[config.mk]
export PLATFORM = sky130hd
export DESIGN_NAME = spld_top
export DESIGN_NICKNAME = d
export VERILOG_FILES = /design/src/logic/spld_pkg.sv /design/src/logic/spld_cnt_if.sv /design/src/logic/spld_top.sv /design/src/logic/spld_ref_div.sv /design/src/logic/spld_swallow_cnt.sv
export SDC_FILE = /design/constraint.sdc
export NUM_CORES = 1
export LEC_CHECK = 0
export ABC_AREA = 1
export BUFFER_PORTS_ARGS = -buffer_cell sky130_fd_sc_hd__buf_2
export CORE_AREA = 2 2 131 133
export DETAILED_ROUTE_END_ITERATION = 12
export DIE_AREA = 0 0 133 135
export HOLD_SLACK_MARGIN = 0.02
export MAX_ROUTING_LAYER = met4
export PLACE_DENSITY = 0.7
export SLEW_MARGIN = 30
export SYNTH_ARGS = -nofsm -noshare
export SYNTH_HDL_FRONTEND = slang
export SYNTH_SLANG_ARGS = --single-unit
[constraint.sdc]
create_clock -name clk_sys_i -period 2.52 [get_ports clk_sys_i]
set_input_delay 0 -clock clk_sys_i [delete_from_list [all_inputs] [get_ports clk_sys_i]]
set_output_delay 0 -clock clk_sys_i [all_outputs]
set_load 0.02 [all_outputs]
[src/logic/spld_pkg.sv]
// Constants and helpers shared by the synthesiser program loader and divider
package spld_pkg;
   localparam int unsigned CLK_PERIOD_NS   = 10;
   localparam int unsigned PCLK_DIV        = 64;
   localparam int unsigned SLOTS_PER_READ  = 16;
   localparam int unsigned WORDS_PER_READ  = 8;
   localparam int unsigned POWER_ON_CYCLES = 53248;
   localparam int unsigned MEM_WAKE_NS     = 25000;
   // Least time, so round up
   localparam int unsigned MEM_WAKE_CYCLES =
      (MEM_WAKE_NS + CLK_PERIOD_NS - 1) / CLK_PERIOD_NS;
   localparam int unsigned LOCK_WINDOW_CYCLES = 4;

   localparam int unsigned REF_W   = 11;
   localparam int unsigned MAIN_W  = 10;
   localparam int unsigned SWAL_W  = 7;
   localparam logic [10:0] REF_MIN  = 11'h006;
   localparam logic [9:0]  MAIN_MIN = 10'h003;

   localparam logic [7:0] OFS_CTRL    = 8'h00;
   localparam logic [7:0] OFS_STATUS  = 8'h04;
   localparam logic [7:0] OFS_CHANNEL = 8'h08;
   localparam int unsigned CTRL_TRIG_BIT   = 0;
   localparam int unsigned STAT_BUSY_BIT   = 0;
   localparam int unsigned STAT_CYCLIC_BIT = 1;
   localparam int unsigned STAT_LOCK_BIT   = 2;
   localparam int unsigned STAT_MOD_BIT    = 3;
   localparam int unsigned CHAN_MAIN_LSB   = 0;
   localparam int unsigned CHAN_SWAL_LSB   = 10;
   localparam int unsigned CHAN_REF_LSB    = 17;

   typedef enum logic [1:0] {
      SPLD_IDLE = 2'b00,
      SPLD_WAKE = 2'b01,
      SPLD_READ = 2'b10
   } spld_seq_t;

   // Raise a value below the least legal count to that count
   function automatic logic [10:0] spld_floor11(input logic [10:0] v, input logic [10:0] lo);
      spld_floor11 = (v < lo) ? lo : v;
   endfunction
endpackage

[src/logic/spld_cnt_if.sv]
// Carrier between the loader and the two divider chains
`timescale 1ns/10ps
interface spld_cnt_if;
   logic [10:0] ref_val;
   logic [9:0]  main_val;
   logic [6:0]  swal_val;
   logic        load;
   logic        fin_edge;
   logic        ref_tick;
   logic        var_tick;
   logic        mod_sel;

   modport ctl (output ref_val, main_val, swal_val, load, fin_edge,
                input  ref_tick, var_tick, mod_sel);
   modport ref_side (input ref_val, load, output ref_tick);
   modport var_side (input main_val, swal_val, load, fin_edge,
                     output var_tick, mod_sel);
endinterface

[src/logic/spld_top.sv]
// Synthesiser core: memory read sequencer, channel latches, dividers, phase detector
//
// Decided for this implementation: the register offsets and the strobed register port.
`timescale 1ns/10ps
module spld_top #(
   parameter int unsigned POWER_ON_DELAY = spld_pkg::POWER_ON_CYCLES,
   parameter int unsigned MEM_WAKE       = spld_pkg::MEM_WAKE_CYCLES,
   parameter int unsigned LOCK_WINDOW    = spld_pkg::LOCK_WINDOW_CYCLES
) (
   input  wire logic        clk_sys_i,
   input  wire logic        sys_rst_i,
   input  wire logic [3:0]  nibble_in_i,
   input  wire logic        program_trigger_i,
   input  wire logic        prescaled_input_i,
   input  wire logic [7:0]  reg_addr_i,
   input  wire logic [31:0] reg_wdata_i,
   input  wire logic        reg_wr_i,
   input  wire logic        reg_rd_i,
   output logic      [31:0] reg_rdata_o,
   output logic      [2:0]  word_select_o,
   output logic             word_select_oe_o,
   output logic             memory_power_enable_n_o,
   output logic             memory_power_enable_oe_o,
   output logic             prescaler_modulus_select_o,
   output logic             coarse_phase_out_o,
   output logic             coarse_phase_oe_o,
   output logic             lock_indicator_n_o,
   output logic             lock_indicator_oe_o
);
   if (POWER_ON_DELAY < 1 || POWER_ON_DELAY > 65535) begin : g_chk_por
      $error("POWER_ON_DELAY out of range");
   end
   if (MEM_WAKE < 1 || MEM_WAKE > 65535) begin : g_chk_wake
      $error("MEM_WAKE out of range");
   end
   if (LOCK_WINDOW < 1 || LOCK_WINDOW > 255) begin : g_chk_lock
      $error("LOCK_WINDOW out of range");
   end

   spld_cnt_if cnt ();

   spld_ref_div u_ref (
      .clk_sys_i (clk_sys_i),
      .sys_rst_i (sys_rst_i),
      .cnt       (cnt.ref_side)
   );

   spld_swallow_cnt u_var (
      .clk_sys_i (clk_sys_i),
      .sys_rst_i (sys_rst_i),
      .cnt       (cnt.var_side)
   );

   // ---------------- Read sequencer ----------------
   spld_pkg::spld_seq_t state_reg;
   spld_pkg::spld_seq_t state_next;
   logic [5:0]  pdiv_reg;
   logic [5:0]  pdiv_next;
   logic [3:0]  slot_reg;
   logic [3:0]  slot_next;
   logic [15:0] wait_reg;
   logic [15:0] wait_next;
   logic [15:0] por_reg;
   logic [15:0] por_next;
   logic        por_done_reg;
   logic        por_done_next;
   logic        trig_d_reg;
   logic        trig_d_next;
   logic        cyclic_reg;
   logic        cyclic_next;
   logic [3:0]  word_mem [0:7];
   logic [3:0]  word_wr_val;
   logic        word_wr;
   logic [10:0] ref_reg;
   logic [10:0] ref_next;
   logic [9:0]  main_reg;
   logic [9:0]  main_next;
   logic [6:0]  swal_reg;
   logic [6:0]  swal_next;
   logic        load_reg;
   logic        load_next;
   logic        fin_d_reg;
   logic        fin_edge_reg;
   logic [2:0]  ws_reg;
   logic [2:0]  ws_next;
   logic        ws_oe_reg;
   logic        ws_oe_next;
   logic        me_oe_reg;
   logic        me_oe_next;
   logic        pclk_en;
   logic        start;
   logic        soft_trig;

   assign soft_trig = reg_wr_i && reg_addr_i == spld_pkg::OFS_CTRL
                      && reg_wdata_i[spld_pkg::CTRL_TRIG_BIT];

   always_comb begin
      pdiv_next     = pdiv_reg + 6'h01;
      pclk_en       = (pdiv_reg == 6'(spld_pkg::PCLK_DIV - 1));
      trig_d_next   = program_trigger_i;
      por_next      = por_reg;
      por_done_next = por_done_reg;
      state_next    = state_reg;
      slot_next     = slot_reg;
      wait_next     = wait_reg;
      cyclic_next   = cyclic_reg;
      ref_next      = ref_reg;
      main_next     = main_reg;
      swal_next     = swal_reg;
      load_next     = 1'b0;
      word_wr       = 1'b0;
      word_wr_val   = nibble_in_i;
      if (!por_done_reg) begin
         por_next = por_reg - 16'h0001;
         if (por_reg == 16'h0000) begin
            por_done_next = 1'b1;
         end
      end
      start = (program_trigger_i != trig_d_reg) || soft_trig
              || (!por_done_reg && por_reg == 16'h0000);
      unique case (state_reg)
         spld_pkg::SPLD_IDLE: begin
            if (start) begin
               state_next = spld_pkg::SPLD_WAKE;
               wait_next  = 16'(MEM_WAKE - 1);
            end
         end
         spld_pkg::SPLD_WAKE: begin
            // give memory time to power up
            wait_next = wait_reg - 16'h0001;
            if (wait_reg == 16'h0000) begin
               state_next = spld_pkg::SPLD_READ;
               slot_next  = 4'h0;
            end
         end
         spld_pkg::SPLD_READ: begin
            if (pclk_en) begin
               slot_next = slot_reg + 4'h1;
               if (slot_reg[0]) begin
                  word_wr = 1'b1;
               end
               if (slot_reg == 4'(spld_pkg::SLOTS_PER_READ - 1)) begin
                  main_next = {word_mem[2], word_mem[1], word_mem[0][3:2]};
                  swal_next = {word_mem[4][2:0], word_mem[3]};
                  ref_next  = {nibble_in_i[2:0], word_mem[6], word_mem[5]};
                  load_next = 1'b1;
                  cyclic_next = !program_trigger_i;
                  if (program_trigger_i) begin
                     state_next = spld_pkg::SPLD_IDLE;
                  end
               end
            end
         end
         default: begin
            state_next = spld_pkg::SPLD_IDLE;
         end
      endcase
      me_oe_next = (state_next != spld_pkg::SPLD_IDLE);
      ws_oe_next = (state_next == spld_pkg::SPLD_READ);
      ws_next    = (state_next == spld_pkg::SPLD_READ) ? slot_next[3:1] : 3'h0;
   end

   always_ff @(posedge clk_sys_i) begin
      if (sys_rst_i) begin
         state_reg    <= spld_pkg::SPLD_IDLE;
         pdiv_reg     <= 6'h00;
         slot_reg     <= 4'h0;
         wait_reg     <= 16'h0000;
         por_reg      <= 16'(POWER_ON_DELAY - 1);
         por_done_reg <= 1'b0;
         trig_d_reg   <= 1'b1;
         cyclic_reg   <= 1'b0;
         ref_reg      <= 11'h000;
         main_reg     <= 10'h000;
         swal_reg     <= 7'h00;
         load_reg     <= 1'b0;
         ws_reg       <= 3'h0;
         ws_oe_reg    <= 1'b0;
         me_oe_reg    <= 1'b0;
      end else begin
         state_reg    <= state_next;
         pdiv_reg     <= pdiv_next;
         slot_reg     <= slot_next;
         wait_reg     <= wait_next;
         por_reg      <= por_next;
         por_done_reg <= por_done_next;
         trig_d_reg   <= trig_d_next;
         cyclic_reg   <= cyclic_next;
         ref_reg      <= ref_next;
         main_reg     <= main_next;
         swal_reg     <= swal_next;
         load_reg     <= load_next;
         ws_reg       <= ws_next;
         ws_oe_reg    <= ws_oe_next;
         me_oe_reg    <= me_oe_next;
      end
   end

   // Intermediate word latches
   always_ff @(posedge clk_sys_i) begin
      if (word_wr) begin
         word_mem[slot_reg[3:1]] <= word_wr_val;
      end
   end

   // Prescaled input edge, one cycle pulse
   always_ff @(posedge clk_sys_i) begin
      if (sys_rst_i) begin
         fin_d_reg    <= 1'b0;
         fin_edge_reg <= 1'b0;
      end else begin
         fin_d_reg    <= prescaled_input_i;
         fin_edge_reg <= prescaled_input_i && !fin_d_reg;
      end
   end

   assign cnt.ref_val  = ref_reg;
   assign cnt.main_val = main_reg;
   assign cnt.swal_val = swal_reg;
   assign cnt.load     = load_reg;
   assign cnt.fin_edge = fin_edge_reg;

   // ---------------- Phase/frequency detector ----------------
   logic       up_reg;
   logic       up_next;
   logic       dn_reg;
   logic       dn_next;
   logic [7:0] gap_reg;
   logic [7:0] gap_next;
   logic       lock_reg;
   logic       lock_next;
   logic       pd_out_reg;
   logic       pd_out_next;
   logic       pd_oe_reg;
   logic       pd_oe_next;

   always_comb begin
      up_next   = up_reg || cnt.var_tick;
      dn_next   = dn_reg || cnt.ref_tick;
      gap_next  = gap_reg;
      lock_next = lock_reg;
      if (up_next && dn_next) begin
         up_next = 1'b0;
         dn_next = 1'b0;
         // Pair closed: in window means locked
         lock_next = (gap_reg < 8'(LOCK_WINDOW));
         gap_next  = 8'h00;
      end else if (up_next || dn_next) begin
         if (gap_reg != 8'hFF) begin
            gap_next = gap_reg + 8'h01;
         end
         if (gap_reg >= 8'(LOCK_WINDOW)) begin
            lock_next = 1'b0;
         end
      end
      pd_out_next = up_next;
      pd_oe_next  = (up_next || dn_next) && !lock_next;
   end

   always_ff @(posedge clk_sys_i) begin
      if (sys_rst_i) begin
         up_reg     <= 1'b0;
         dn_reg     <= 1'b0;
         gap_reg    <= 8'h00;
         lock_reg   <= 1'b0;
         pd_out_reg <= 1'b0;
         pd_oe_reg  <= 1'b0;
      end else begin
         up_reg     <= up_next;
         dn_reg     <= dn_next;
         gap_reg    <= gap_next;
         lock_reg   <= lock_next;
         pd_out_reg <= pd_out_next;
         pd_oe_reg  <= pd_oe_next;
      end
   end

   // ---------------- Register port ----------------
   logic [31:0] rdata_reg;
   logic [31:0] rdata_next;

   always_comb begin
      rdata_next = 32'h0000_0000;
      if (reg_rd_i) begin
         unique case (reg_addr_i)
            spld_pkg::OFS_STATUS: begin
               rdata_next[spld_pkg::STAT_BUSY_BIT]   = (state_reg != spld_pkg::SPLD_IDLE);
               rdata_next[spld_pkg::STAT_CYCLIC_BIT] = cyclic_reg;
               rdata_next[spld_pkg::STAT_LOCK_BIT]   = lock_reg;
               rdata_next[spld_pkg::STAT_MOD_BIT]    = cnt.mod_sel;
            end
            spld_pkg::OFS_CHANNEL: begin
               rdata_next[spld_pkg::CHAN_MAIN_LSB +: 10] = main_reg;
               rdata_next[spld_pkg::CHAN_SWAL_LSB +: 7]  = swal_reg;
               rdata_next[spld_pkg::CHAN_REF_LSB +: 11]  = ref_reg;
            end
            default: begin
               rdata_next = 32'h0000_0000;
            end
         endcase
      end
   end

   always_ff @(posedge clk_sys_i) begin
      if (sys_rst_i) begin
         rdata_reg <= 32'h0000_0000;
      end else begin
         rdata_reg <= rdata_next;
      end
   end

   assign reg_rdata_o                = rdata_reg;
   assign word_select_o              = ws_reg;
   assign word_select_oe_o           = ws_oe_reg;
   assign memory_power_enable_n_o    = !me_oe_reg;
   assign memory_power_enable_oe_o   = me_oe_reg;
   assign prescaler_modulus_select_o = cnt.mod_sel;
   assign coarse_phase_out_o         = pd_out_reg;
   assign coarse_phase_oe_o          = pd_oe_reg;
   assign lock_indicator_n_o         = !lock_reg;
   assign lock_indicator_oe_o        = lock_reg;
endmodule // spld_top

[src/logic/spld_ref_div.sv]
// Reference divider: one tick every twice the programmed count with its LSB cleared, never below twice REF_MIN
`timescale 1ns/10ps
module spld_ref_div (
   input  wire logic clk_sys_i,
   input  wire logic sys_rst_i,
   spld_cnt_if.ref_side cnt
);
   logic [11:0] cnt_reg;
   logic [11:0] cnt_next;
   logic        tick_reg;
   logic        tick_next;
   logic [10:0] ref_eff;

   always_comb begin
      ref_eff   = spld_pkg::spld_floor11({cnt.ref_val[10:1], 1'b0}, spld_pkg::REF_MIN);
      tick_next = 1'b0;
      cnt_next  = cnt_reg - 12'h001;
      if (cnt.load || cnt_reg == 12'h000) begin
         cnt_next  = {ref_eff, 1'b0} - 12'h001;
         tick_next = !cnt.load;
      end
   end

   always_ff @(posedge clk_sys_i) begin
      if (sys_rst_i) begin
         cnt_reg  <= 12'h00B;
         tick_reg <= 1'b0;
      end else begin
         cnt_reg  <= cnt_next;
         tick_reg <= tick_next;
      end
   end

   assign cnt.ref_tick = tick_reg;
endmodule // spld_ref_div

[src/logic/spld_swallow_cnt.sv]
// Main and swallow counters driving the prescaler modulus line
`timescale 1ns/10ps
module spld_swallow_cnt (
   input  wire logic clk_sys_i,
   input  wire logic sys_rst_i,
   spld_cnt_if.var_side cnt
);
   logic [9:0] main_reg;
   logic [9:0] main_next;
   logic [6:0] swal_reg;
   logic [6:0] swal_next;
   logic       mod_reg;
   logic       mod_next;
   logic       tick_reg;
   logic       tick_next;
   logic [9:0] main_eff;

   always_comb begin
      main_eff  = (cnt.main_val < spld_pkg::MAIN_MIN) ? spld_pkg::MAIN_MIN : cnt.main_val;
      main_next = main_reg;
      swal_next = swal_reg;
      mod_next  = mod_reg;
      tick_next = 1'b0;
      if (cnt.load) begin
         main_next = main_eff - 10'h001;
         swal_next = cnt.swal_val;
         mod_next  = (cnt.swal_val == 7'h00);
      end else if (cnt.fin_edge) begin
         if (main_reg == 10'h000) begin
            main_next = main_eff - 10'h001;
            swal_next = cnt.swal_val;
            mod_next  = (cnt.swal_val == 7'h00);
            tick_next = 1'b1;
         end else begin
            main_next = main_reg - 10'h001;
            if (!mod_reg) begin
               swal_next = swal_reg - 7'h01;
               mod_next  = (swal_reg == 7'h01);
            end
         end
      end
   end

   always_ff @(posedge clk_sys_i) begin
      if (sys_rst_i) begin
         main_reg <= 10'h002;
         swal_reg <= 7'h00;
         mod_reg  <= 1'b1;
         tick_reg <= 1'b0;
      end else begin
         main_reg <= main_next;
         swal_reg <= swal_next;
         mod_reg  <= mod_next;
         tick_reg <= tick_next;
      end
   end

   assign cnt.var_tick = tick_reg;
   assign cnt.mod_sel  = mod_reg;
endmodule // spld_swallow_cnt

After elaboration in Yosys (flattened, before gate mapping)
Memory sizes are Yosys's and may differ from the RTL's. A register that Yosys moved wholly into a read port is not among the register bits.
Index checks and enable logic that the tools add are counted.

storage, ports and cells
  output and inout port bits = 43
  bits of input ports = 50
  memories kept = 1
  logic and storage cells = 150
  memory bits (writable) = 32
  flip-flop bits (word level) = 142

memories
  memory    depth  width  rd ports  clocked after Yosys merged registers in  wr ports  line            RTL
  word_mem  8      4      7         7                                        1         spld_top.sv:71  logic [3:0] word_mem [0:7];

operators by class
  multiplexer cells = 40
  reductions and logical operators = 44
  equal/unequal tests = 14
  $add $sub $neg = 10
  order comparisons = 4
  bitwise logic cells = 7

operators with widths
  cell                                                               count
  2-to-1 mux 10 bit                                                  4
  zero test 16 bit                                                   2
  case mux 16 bit (2 select lines)                                   1
  subtractor 16 x 1 -> 16 bit, second input constant                 2
  2-to-1 mux 7 bit                                                   4
  subtractor 12 x 1 -> 12 bit, second input constant                 2
  subtractor 10 x 1 -> 10 bit, second input constant                 2
  2-to-1 mux 1 bit                                                   18
  2-to-1 mux 16 bit                                                  1
  case mux 4 bit (2 select lines)                                    2
  zero test 12 bit                                                   1
  2-to-1 mux 12 bit                                                  1
  < comparator 11 x 3 -> 1 bit, second input constant                1
  2-to-1 mux 11 bit                                                  1
  zero test 10 bit                                                   1
  < comparator 10 x 2 -> 1 bit, second input constant                1
  2-to-1 mux 2 bit                                                   5
  nonzero test 2 bit                                                 5
  OR reduction 3 bit                                                 3
  adder 8 x 1 -> 8 bit, second input constant                        1
  == test 8 x 3 -> 1 bit, second input constant                      1
  == test 8 x 4 -> 1 bit, second input constant                      1
  greater-or-equal comparator 8 x 3 -> 1 bit, second input constant  1
  zero test 8 bit                                                    1
  other kinds (24)                                                   57

Logic depth before layout (Yosys ltp)
Gate-level depths: netlist of the first run.

  depth in word-level cells = 10
  gate-level depth with buffers = 12
  depth with buffers taken out = 12

Hierarchy
Synthesis of the first run repeated with hierarchy kept, for this count alone.

second synthesis, totals
  cells, all modules = 1,076
  area, all modules = 8,336.7 um^2

modules (own cells, without submodules)
  module            area an instance (um^2)  times used  cells an instance
  spld_top          5,979.5                  1           725
  spld_swallow_cnt  1,428.9                  1           218
  spld_ref_div      928.4                    1           133

Least setup slack after synthesis of the first run
No wires, ideal clock.

  path kind = register to register
  start = reg pdiv_reg[0]
  end = mem word_mem[2][0] (enable)
  cell stages (with the launch flop) = 10
  arrival = 1,406 ps
  library setup time = 361 ps
  setup slack = 753 ps
  clock period less this slack = 1,767 ps
  required time = 2,159 ps
  cells stage by stage = dfxtp_1 -> ha_1 -> nand2_2 -> nor2_4 -> nand2_2 -> nor2_4 -> nand2_2 -> inv_1 -> nand3_1 -> nor3_1

between the ends
  word-level cells in the longest chain between the ends = 5

RTL lines
  element                                 line             RTL
  start, declared                         spld_top.sv:57   logic [5:0] pdiv_reg;
  start signal, assigned                  spld_top.sv:182  pdiv_reg <= pdiv_next;
  == test 6 bit                           spld_top.sv:99   pclk_en = (pdiv_reg == 6'(spld_pkg::PCLK_DIV - 1));
  2-to-1 mux 1 bit                        spld_top.sv:137  if (pclk_en) begin
  2-to-1 mux 1 bit                        spld_top.sv:121  unique case (state_reg)
  2-to-1 mux 1 bit                        spld_top.sv:201  if (word_wr) begin
  2-to-1 mux 1 bit (not written as such)  spld_top.sv:202  word_mem[slot_reg[3:1]] <= word_wr_val;
  end, declared                           spld_top.sv:71

No other way between the ends.

Worst setup path in the final report of the first run
  start = reg u_var.main_reg[0]
  end = reg u_var.main_reg[3]

between the ends
  word-level cells in the longest chain between the ends = 4
  elaborated cells between the ends (all ways) = 5
  those cells by class = 1 x add/sub; 3 x mux; 1 x reduce/logical

RTL lines
  element                                                                 line                                            RTL
  start, declared                                                         spld_swallow_cnt.sv:8                           logic [9:0] main_reg;
  start signal, assigned                                                  spld_swallow_cnt.sv:51                          main_reg <= main_next;
  subtractor 10 x 1 -> 10 bit / zero test 10 bit (equally long branches)  spld_swallow_cnt.sv:35, spld_swallow_cnt.sv:29
  2-to-1 mux 10 bit *                                                     spld_swallow_cnt.sv:29                          if (main_reg == 10'h000) begin
  2-to-1 mux 10 bit *                                                     spld_swallow_cnt.sv:28                          end else if (cnt.fin_edge) begin
  2-to-1 mux 10 bit *                                                     spld_swallow_cnt.sv:24                          if (cnt.load) begin

Mark *: on every way between the ends. The rest lies on a longest branch, timed or not. The select of a mux whose other input is x is not followed.
A chain may end at the register's enable or synchronous reset.

==> results of run 1 <==
[routing by layer]
layer | routed length (um) | share of wire (%)
met2 | 7700 | 45
met1 | 8500 | 50
met5 | 0 | 0
met3 | 620 | 3.6
met4 | 238 | 1.4
[metrics by stage]
stage	area, sq um	worst slack, ns	total power (W)
after floorplan	8200	0.753	0.00370
after global placement	8640	0.516	0.00384
after detailed placement	8640	0.487	0.00385
after CTS	9300	0.466	0.00650
after global routing	9300	0.248	0.00674
final	9300	0.431	0.00645
[power breakdown]
group | total, W | switching, W | internal, W | leakage (nW)
Combinational | 0.000748 | 0.000484 | 0.000264 | 2.16
Sequential | 0.00305 | 0.0000686 | 0.00298 | 1.48
Clock | 0.00265 | 0.00114 | 0.00151 | 0.294
Total | 0.00645 | 0.00169 | 0.00475 | 3.93
[worst paths after layout]
kind	slack, ns	startpoint	endpoint
worst max register to register	0.43	u_var.main_reg[0]	u_var.main_reg[3]
worst max-delay path	0.43	u_var.main_reg[0]	u_var.main_reg[3]
worst min register to register	0.40	fin_d_reg	cnt.fin_edge
worst min-delay path	0.07	sys_rst_i	trig_d_reg
[placed cells by master, fill, tap and decap left out, types with 7 or more instances in the layout]
cell type / instances
sky130_fd_sc_hd__dlygate4sd3_1: 7
sky130_fd_sc_hd__o21ai_0: 74
sky130_fd_sc_hd__a21oi_1: 97
sky130_fd_sc_hd__nor2_1: 148
sky130_fd_sc_hd__xor2_1: 30
sky130_fd_sc_hd__inv_1: 123
sky130_fd_sc_hd__xnor2_1: 11
sky130_fd_sc_hd__edfxtp_1: 25
sky130_fd_sc_hd__nor3_1: 23
sky130_fd_sc_hd__clkbuf_16: 17
sky130_fd_sc_hd__nand2_1: 188
sky130_fd_sc_hd__ha_1: 21
sky130_fd_sc_hd__nand4_1: 15
sky130_fd_sc_hd__buf_4: 10
sky130_fd_sc_hd__dfxtp_1: 155
sky130_fd_sc_hd__buf_2: 57
sky130_fd_sc_hd__nand3_1: 60
[critical path: cells and delay by family (launching register included)]
kind / cells / cell delay (ns)
buffers and inverters: 2 / 0.38
AND/OR/NAND/NOR: 6 / 0.93
flip-flops: 1 / 0.34
adder cells (fa/ha/maj): 1 / 0.23
AO/OA/AOI/OAI: 1 / 0.06
[layout make-up]
class,count,area share (%)
clock buffers,19,4.76
clock inverters,13,1.60
inverters,127,5.12
multi-input cells,726,39.5
flip-flops and latches,180,41.4
well taps,220,2.96
repair buffers,74,4.63
[cells by family after synthesis]
logic type	Yosys count	share of synthesized area [%]
AOI/OAI and AO/OA	193	12.4
buffers and inverters	162	8.18
xor gates and xnor gates	41	4.39
and+or+nand+nor	467	24.7
other	1	0.0458
DFF	180	47.1
adders and majority gates	21	3.21
==> flow_summary.yaml, run 1 <==
yosys:
  synth_enable_flop_cells: 25
  synth.top_cells.by_area: "sky130_fd_sc_hd__dfxtp_1 38%, sky130_fd_sc_hd__edfxtp_1 9.2%, sky130_fd_sc_hd__nand2_1 8.6%, sky130_fd_sc_hd__nor2_1 6.8%, sky130_fd_sc_hd__a21oi_1 5.9%"
  area_share_of_the_largest_cell_type_after_synthesis_pct: 37.9
  synth_cells: 1065
  synthMostInstantiatedCell: "sky130_fd_sc_hd__nand2_1"
  synth_cell_types: 43
  yosys_warnings: 0
  synthesis.area_per_instance_sq_um: 7.69
  syn-cell-area_sq_um: 8190
  ys_dominant_reg_cell: "sky130_fd_sc_hd__dfxtp_1"
  ys_async_sr_fraction_pct: 0
  synth_area_leader_cell: "sky130_fd_sc_hd__dfxtp_1"
  synth.yosys.seq_area_share_pct: 47.1
  synth_commonest_cells: "188 x sky130_fd_sc_hd__nand2_1, 155 x sky130_fd_sc_hd__dfxtp_1, 148 x sky130_fd_sc_hd__nor2_1"
  synth_seq_cells: 180
floorplan:
  floorplan.initialDensity_pct: 49.9
  die_x_um: 133
  die-height_um: 135
  placeable_area_sq_um: 16400
  io_pins: 93
  die_area_sq_um: 18000
  row_count: 47
clocking:
  numClockSinks: 180
  clock_tree_buf_depth: 2
  h-tree-depth: 4
  cts.clk_slew.worst_paths_ns: 0.07
  cts_root_buffer: "sky130_fd_sc_hd__clkbuf_16"
  tritoncts.num_buffers: 17
  clock_tree_from_tritoncts: "done"
  ctsHoldBuffers: 7
  clock_insertion_delay_worst_skew_ns: 0.43
  post-cts-setup-buffer-count: 0
  cts.repair.resized: 0
grt:
  grt_pass1_wl_um: 29200
  grt_use_met3_pct: 4.62
  number_of_global_route_vias_before_repair: 6308
  grt_start_max_net_pins: 59
  globalRouteTotalUtil_pct: 20.7
  top_usage_layer: "met2"
  groute.layer.met2.usage_pct: 32.1
  antenna_found_initial: 0
  overflow: 0
  grt_use_met1_pct: 27.4
sta:
  holdWs_ns: 0.0671
  max_freq_mhz: 479
  setup_viol: 0
  rsz0062_at_grt: "false"
  final.setup.tns_ns: 0
  final-hold-violation-count: 0
  timing.final.crit_period_ns: 2.09
  tightest_slew_ns: 0.610
  maxSlewViolCount: 0
  worst_clock_skew_ns: 0.0122
  finalCritPeriodShare_pct: 82.9
  maxSlewHeadroom_pct: 59.3
power:
  cellPowerDensity_nw_per_um2: 693
  cellLeakagePower_nw: 3.93
  ir_drop_mv: 0.495
finish:
  post_route_utilization_pct: 56.7
  multi_input_gate_area_sq_um: 3670
  fin_nets: 1197
  number_of_flip_flops_in_the_largest_register: 28
  area.growth.synth_to_final_pct: 13.6
  final_cell_count_no_fill: 1359
  combined_flip_flop_and_latch_cell_area_sq_um: 3850
  final_layout_size_suffix_gt1_share_pct: 10.9
  antennaDiodeCount: 0
  fillerInstances: 1524
worst_setup_path:
  cp_slowest_stage_delay_ns: 0.34
  setup.worst_path.class: "reg -> reg"
  worst_setup_path_end_kind: "flip-flop"
  worstPathCellList: "inv_1 > ha_1 > nand3_2 > nor2_2 > nand2_1 > nand2_1 > buf_4 > nand3_1 > nand3_1 > a21oi_1"
  timing.reg2reg.worst_path_depth: 10
  worst-endpoint-required_ns: 2.81
  cp_max_fo: 11
  critPathSlowestCell: "sky130_fd_sc_hd__dfxtp_1"
  critical_path_arrival_ns: 2.38
  worstSetupStartpointType: "flip-flop"
place:
  placement.io_buffers: 57
  hpwl_um: 12100
  place_inst: 1320
  finalWeightedCongestion: 0.870
outcome:
  result_of_the_run: "finished clean"
routing:
  antenna_left: 0
  detailroute.via_count: 6761
  drtIter0Drc: 468
  drt-wirelength-per-cell_um: 12.6
  drtPass1Iterations: 5
  detail_route.wirelength_um: 17100
  route.detailed.vias_per_inst: 4.97
  drc: 0
hold_path:
  timing.hold.worst.class: "in -> reg"
  hold-path-cell-count: 4
job:
  drv_cap: 0
Note: power is estimated with default switching activity, not from simulation.
==> inputs of run 2 (changes only) <==
--- a/config.mk
+++ b/config.mk
@@ -12,7 +12,7 @@
 export DIE_AREA = 0 0 133 135
 export HOLD_SLACK_MARGIN = 0.02
 export MAX_ROUTING_LAYER = met4
-export PLACE_DENSITY = 0.7
+export PLACE_DENSITY = 0.73
 export SLEW_MARGIN = 30
 export SYNTH_ARGS = -nofsm -noshare
 export SYNTH_HDL_FRONTEND = slang
==> constraint.sdc (replaced) <==
create_clock -name clk_sys_i -period 1.8 [get_ports clk_sys_i]
set_input_delay 0 -clock clk_sys_i [delete_from_list [all_inputs] [get_ports clk_sys_i]]
set_output_delay 0 -clock clk_sys_i [all_outputs]
set_load 0.02 [all_outputs]
==> run 2 against run 1 <==
Power increased by 43%. Clock power rose by 42%. Sequential share of layout area down 2.2 points. Clock skew down 0.0053 ns. Core utilization up 3.3 points. Maximum frequency is 21% higher. Critical path type unchanged. Critical endpoint is now word_mem[2][2].
==> flow_summary.yaml, run 2 (synthesis results as in run 1) <==
finish:
  number_of_flip_flops_in_the_largest_register: 28
  final_layout_size_suffix_gt1_share_pct: 17.1
  antennaDiodeCount: 0
  layout_common_cells: "184 x sky130_fd_sc_hd__nand2_1, 150 x sky130_fd_sc_hd__dfxtp_1, 141 x sky130_fd_sc_hd__nor2_1"
  area.growth.synth_to_final_pct: 20.2
  post_route_utilization_pct: 60.0
  layout_commonest_cell: "sky130_fd_sc_hd__nand2_1"
  fin_nets: 1242
  fillerInstances: 1414
grt:
  number_of_global_route_vias_before_repair: 6437
  overflow: 0
  grt_pass1_wl_um: 29500
  antenna_found_initial: 0
  grt_start_max_net_pins: 54
  globalRouteTotalUtil_pct: 20.8
place:
  placement.io_buffers: 57
  place_ws_ns: 0.0254
  hpwl_um: 12500
  finalWeightedCongestion: 0.888
sta:
  worst_clock_skew_ns: 0.00695
  timing.final.crit_period_ns: 1.73
  rsz0062_at_grt: "true"
  maxSlewHeadroom_pct: 64.7
  finalCritPeriodShare_pct: 96.2
  max_freq_mhz: 578
  timing.final.ws_setup_ns: 0.0691
  tightest_slew_ns: 0.530
  setup_viol: 0
  final-hold-violation-count: 0
  maxSlewViolCount: 0
  holdWs_ns: 0.169
clocking:
  clock_insertion_delay_worst_skew_ns: 0.43
  cts_root_buffer: "sky130_fd_sc_hd__clkbuf_16"
  clock_tree_buf_depth: 2
  numClockSinks: 180
  cts.clk_slew.worst_paths_ns: 0.07
  clock_tree_from_tritoncts: "done"
  h-tree-depth: 4
  tritoncts.num_buffers: 17
hold_path:
  timing.hold.worst.class: "in -> reg"
routing:
  detailroute.via_count: 7116
  antenna_left: 0
  route.detailed.vias_per_inst: 5.07
  drtPass1Iterations: 5
  drt-wirelength-per-cell_um: 12.9
  drc: 0
  drtIter0Drc: 577
  detail_route.wirelength_um: 18100
floorplan:
  floorplan.initialDensity_pct: 49.9
  die_x_um: 133
  io_pins: 93
  placeable_area_sq_um: 16400
  die_area_sq_um: 18000
  row_count: 47
  die-height_um: 135
worst_setup_path:
  worstSetupStartpointType: "flip-flop"
  cp_max_fo: 4
  worst_setup_path_end_kind: "flip-flop"
  worst-endpoint-required_ns: 1.95
  setup.worst_path.class: "reg -> reg"
  critical_path_arrival_ns: 1.88
power:
  ir_drop_mv: 0.737
  cellPowerDensity_nw_per_um2: 936
  total_power_w: 0.00921
  cellLeakagePower_nw: 4.17
job:
  drv_cap: 0
outcome:
  result_of_the_run: "finished clean"
==> run 2: changes by cell type in the layout (fill, tap and decap cells not counted), moves of 7 or more <==
| cell | previous run | this run |
|---|---|---|
| sky130_fd_sc_hd__nor2_1 | 148 | 141 |
| sky130_fd_sc_hd__o21ai_0 | 74 | 64 |
| sky130_fd_sc_hd__o21ai_1 | 2 | 12 |
| sky130_fd_sc_hd__nor3_2 | 0 | 9 |
| sky130_fd_sc_hd__buf_4 | 10 | 51 |
| sky130_fd_sc_hd__nor3_1 | 23 | 14 |
==> run 2: worst max-delay path, stage by stage, from the launching register on <==
cell and delay [ns]:
sky130_fd_sc_hd__dfxtp_1 0.34, sky130_fd_sc_hd__ha_2 0.19, sky130_fd_sc_hd__nand2_2 0.07, sky130_fd_sc_hd__nor2_4 0.10, sky130_fd_sc_hd__nand2_2 0.06, sky130_fd_sc_hd__nor2_4 0.11
sky130_fd_sc_hd__nand2_2 0.08, sky130_fd_sc_hd__inv_2 0.10, sky130_fd_sc_hd__nand3_4 0.10, sky130_fd_sc_hd__nor3_2 0.14, sky130_fd_sc_hd__buf_4 0.16
==> run 2: layout make-up <==
class	count	area, sq um	share of cell area, %
timing repair buffer	117	758	7.71
inverter	127	479	4.87
clock buffer	18	439	4.46
tap	220	275	2.80
multi-input combinational	728	3860	39.3
sequential	180	3860	39.2
clock inverter	14	164	1.67
==> run 2: power by group <==
group / switching, W / internal (W) / leakage, nW
sequential: 0.0000969 / 0.00417 / 1.48
combinational: 0.000716 / 0.000459 / 2.40
clock: 0.00164 / 0.00212 / 0.294
total: 0.00245 / 0.00676 / 4.17
==> run 2: per-layer routing <==
layer  global-route usage (%)  part of all wire [%]
met1                     27.6                    48
met2                     32.2                    46
met3                     4.50                   4.7
met5                        -                     0
met4                     6.03                   1.1
==> run 2: path summary, 6_finish.rpt <==
check | start | endpoint | slack [ns] | cells after the start
min | reg_wr_i | state_reg[1] | 0.17 | 6
min reg2reg | fin_d_reg | cnt.fin_edge | 0.40 | 1
max | pdiv_reg[1] | word_mem[2][2] | 0.07 | 10
max reg2reg | pdiv_reg[1] | word_mem[2][2] | 0.07 | 10
==> run 2: repair_timing <==
item                       CTS  global route
gates resized for setup      4            54
pin swaps                    1             4
setup endpoints to repair   11            97
hold buffers                 9             0
setup buffers                1             4
hold endpoints to repair    32             0
cloned                       0             2
==> run 2: per-stage QoR <==
| stage | std cells | area [sq um] | setup TNS, ns |
|---|---|---|---|
| global route | 1404 | 9840 | -0.225 |
| detailed placement | 1356 | 8910 | 0 |
| finish | 1404 | 9840 | 0 |
| CTS | 1398 | 9620 | -0.0820 |
| floorplan | 1068 | 8200 | 0 |
| global placement | 1356 | 8910 | 0 |
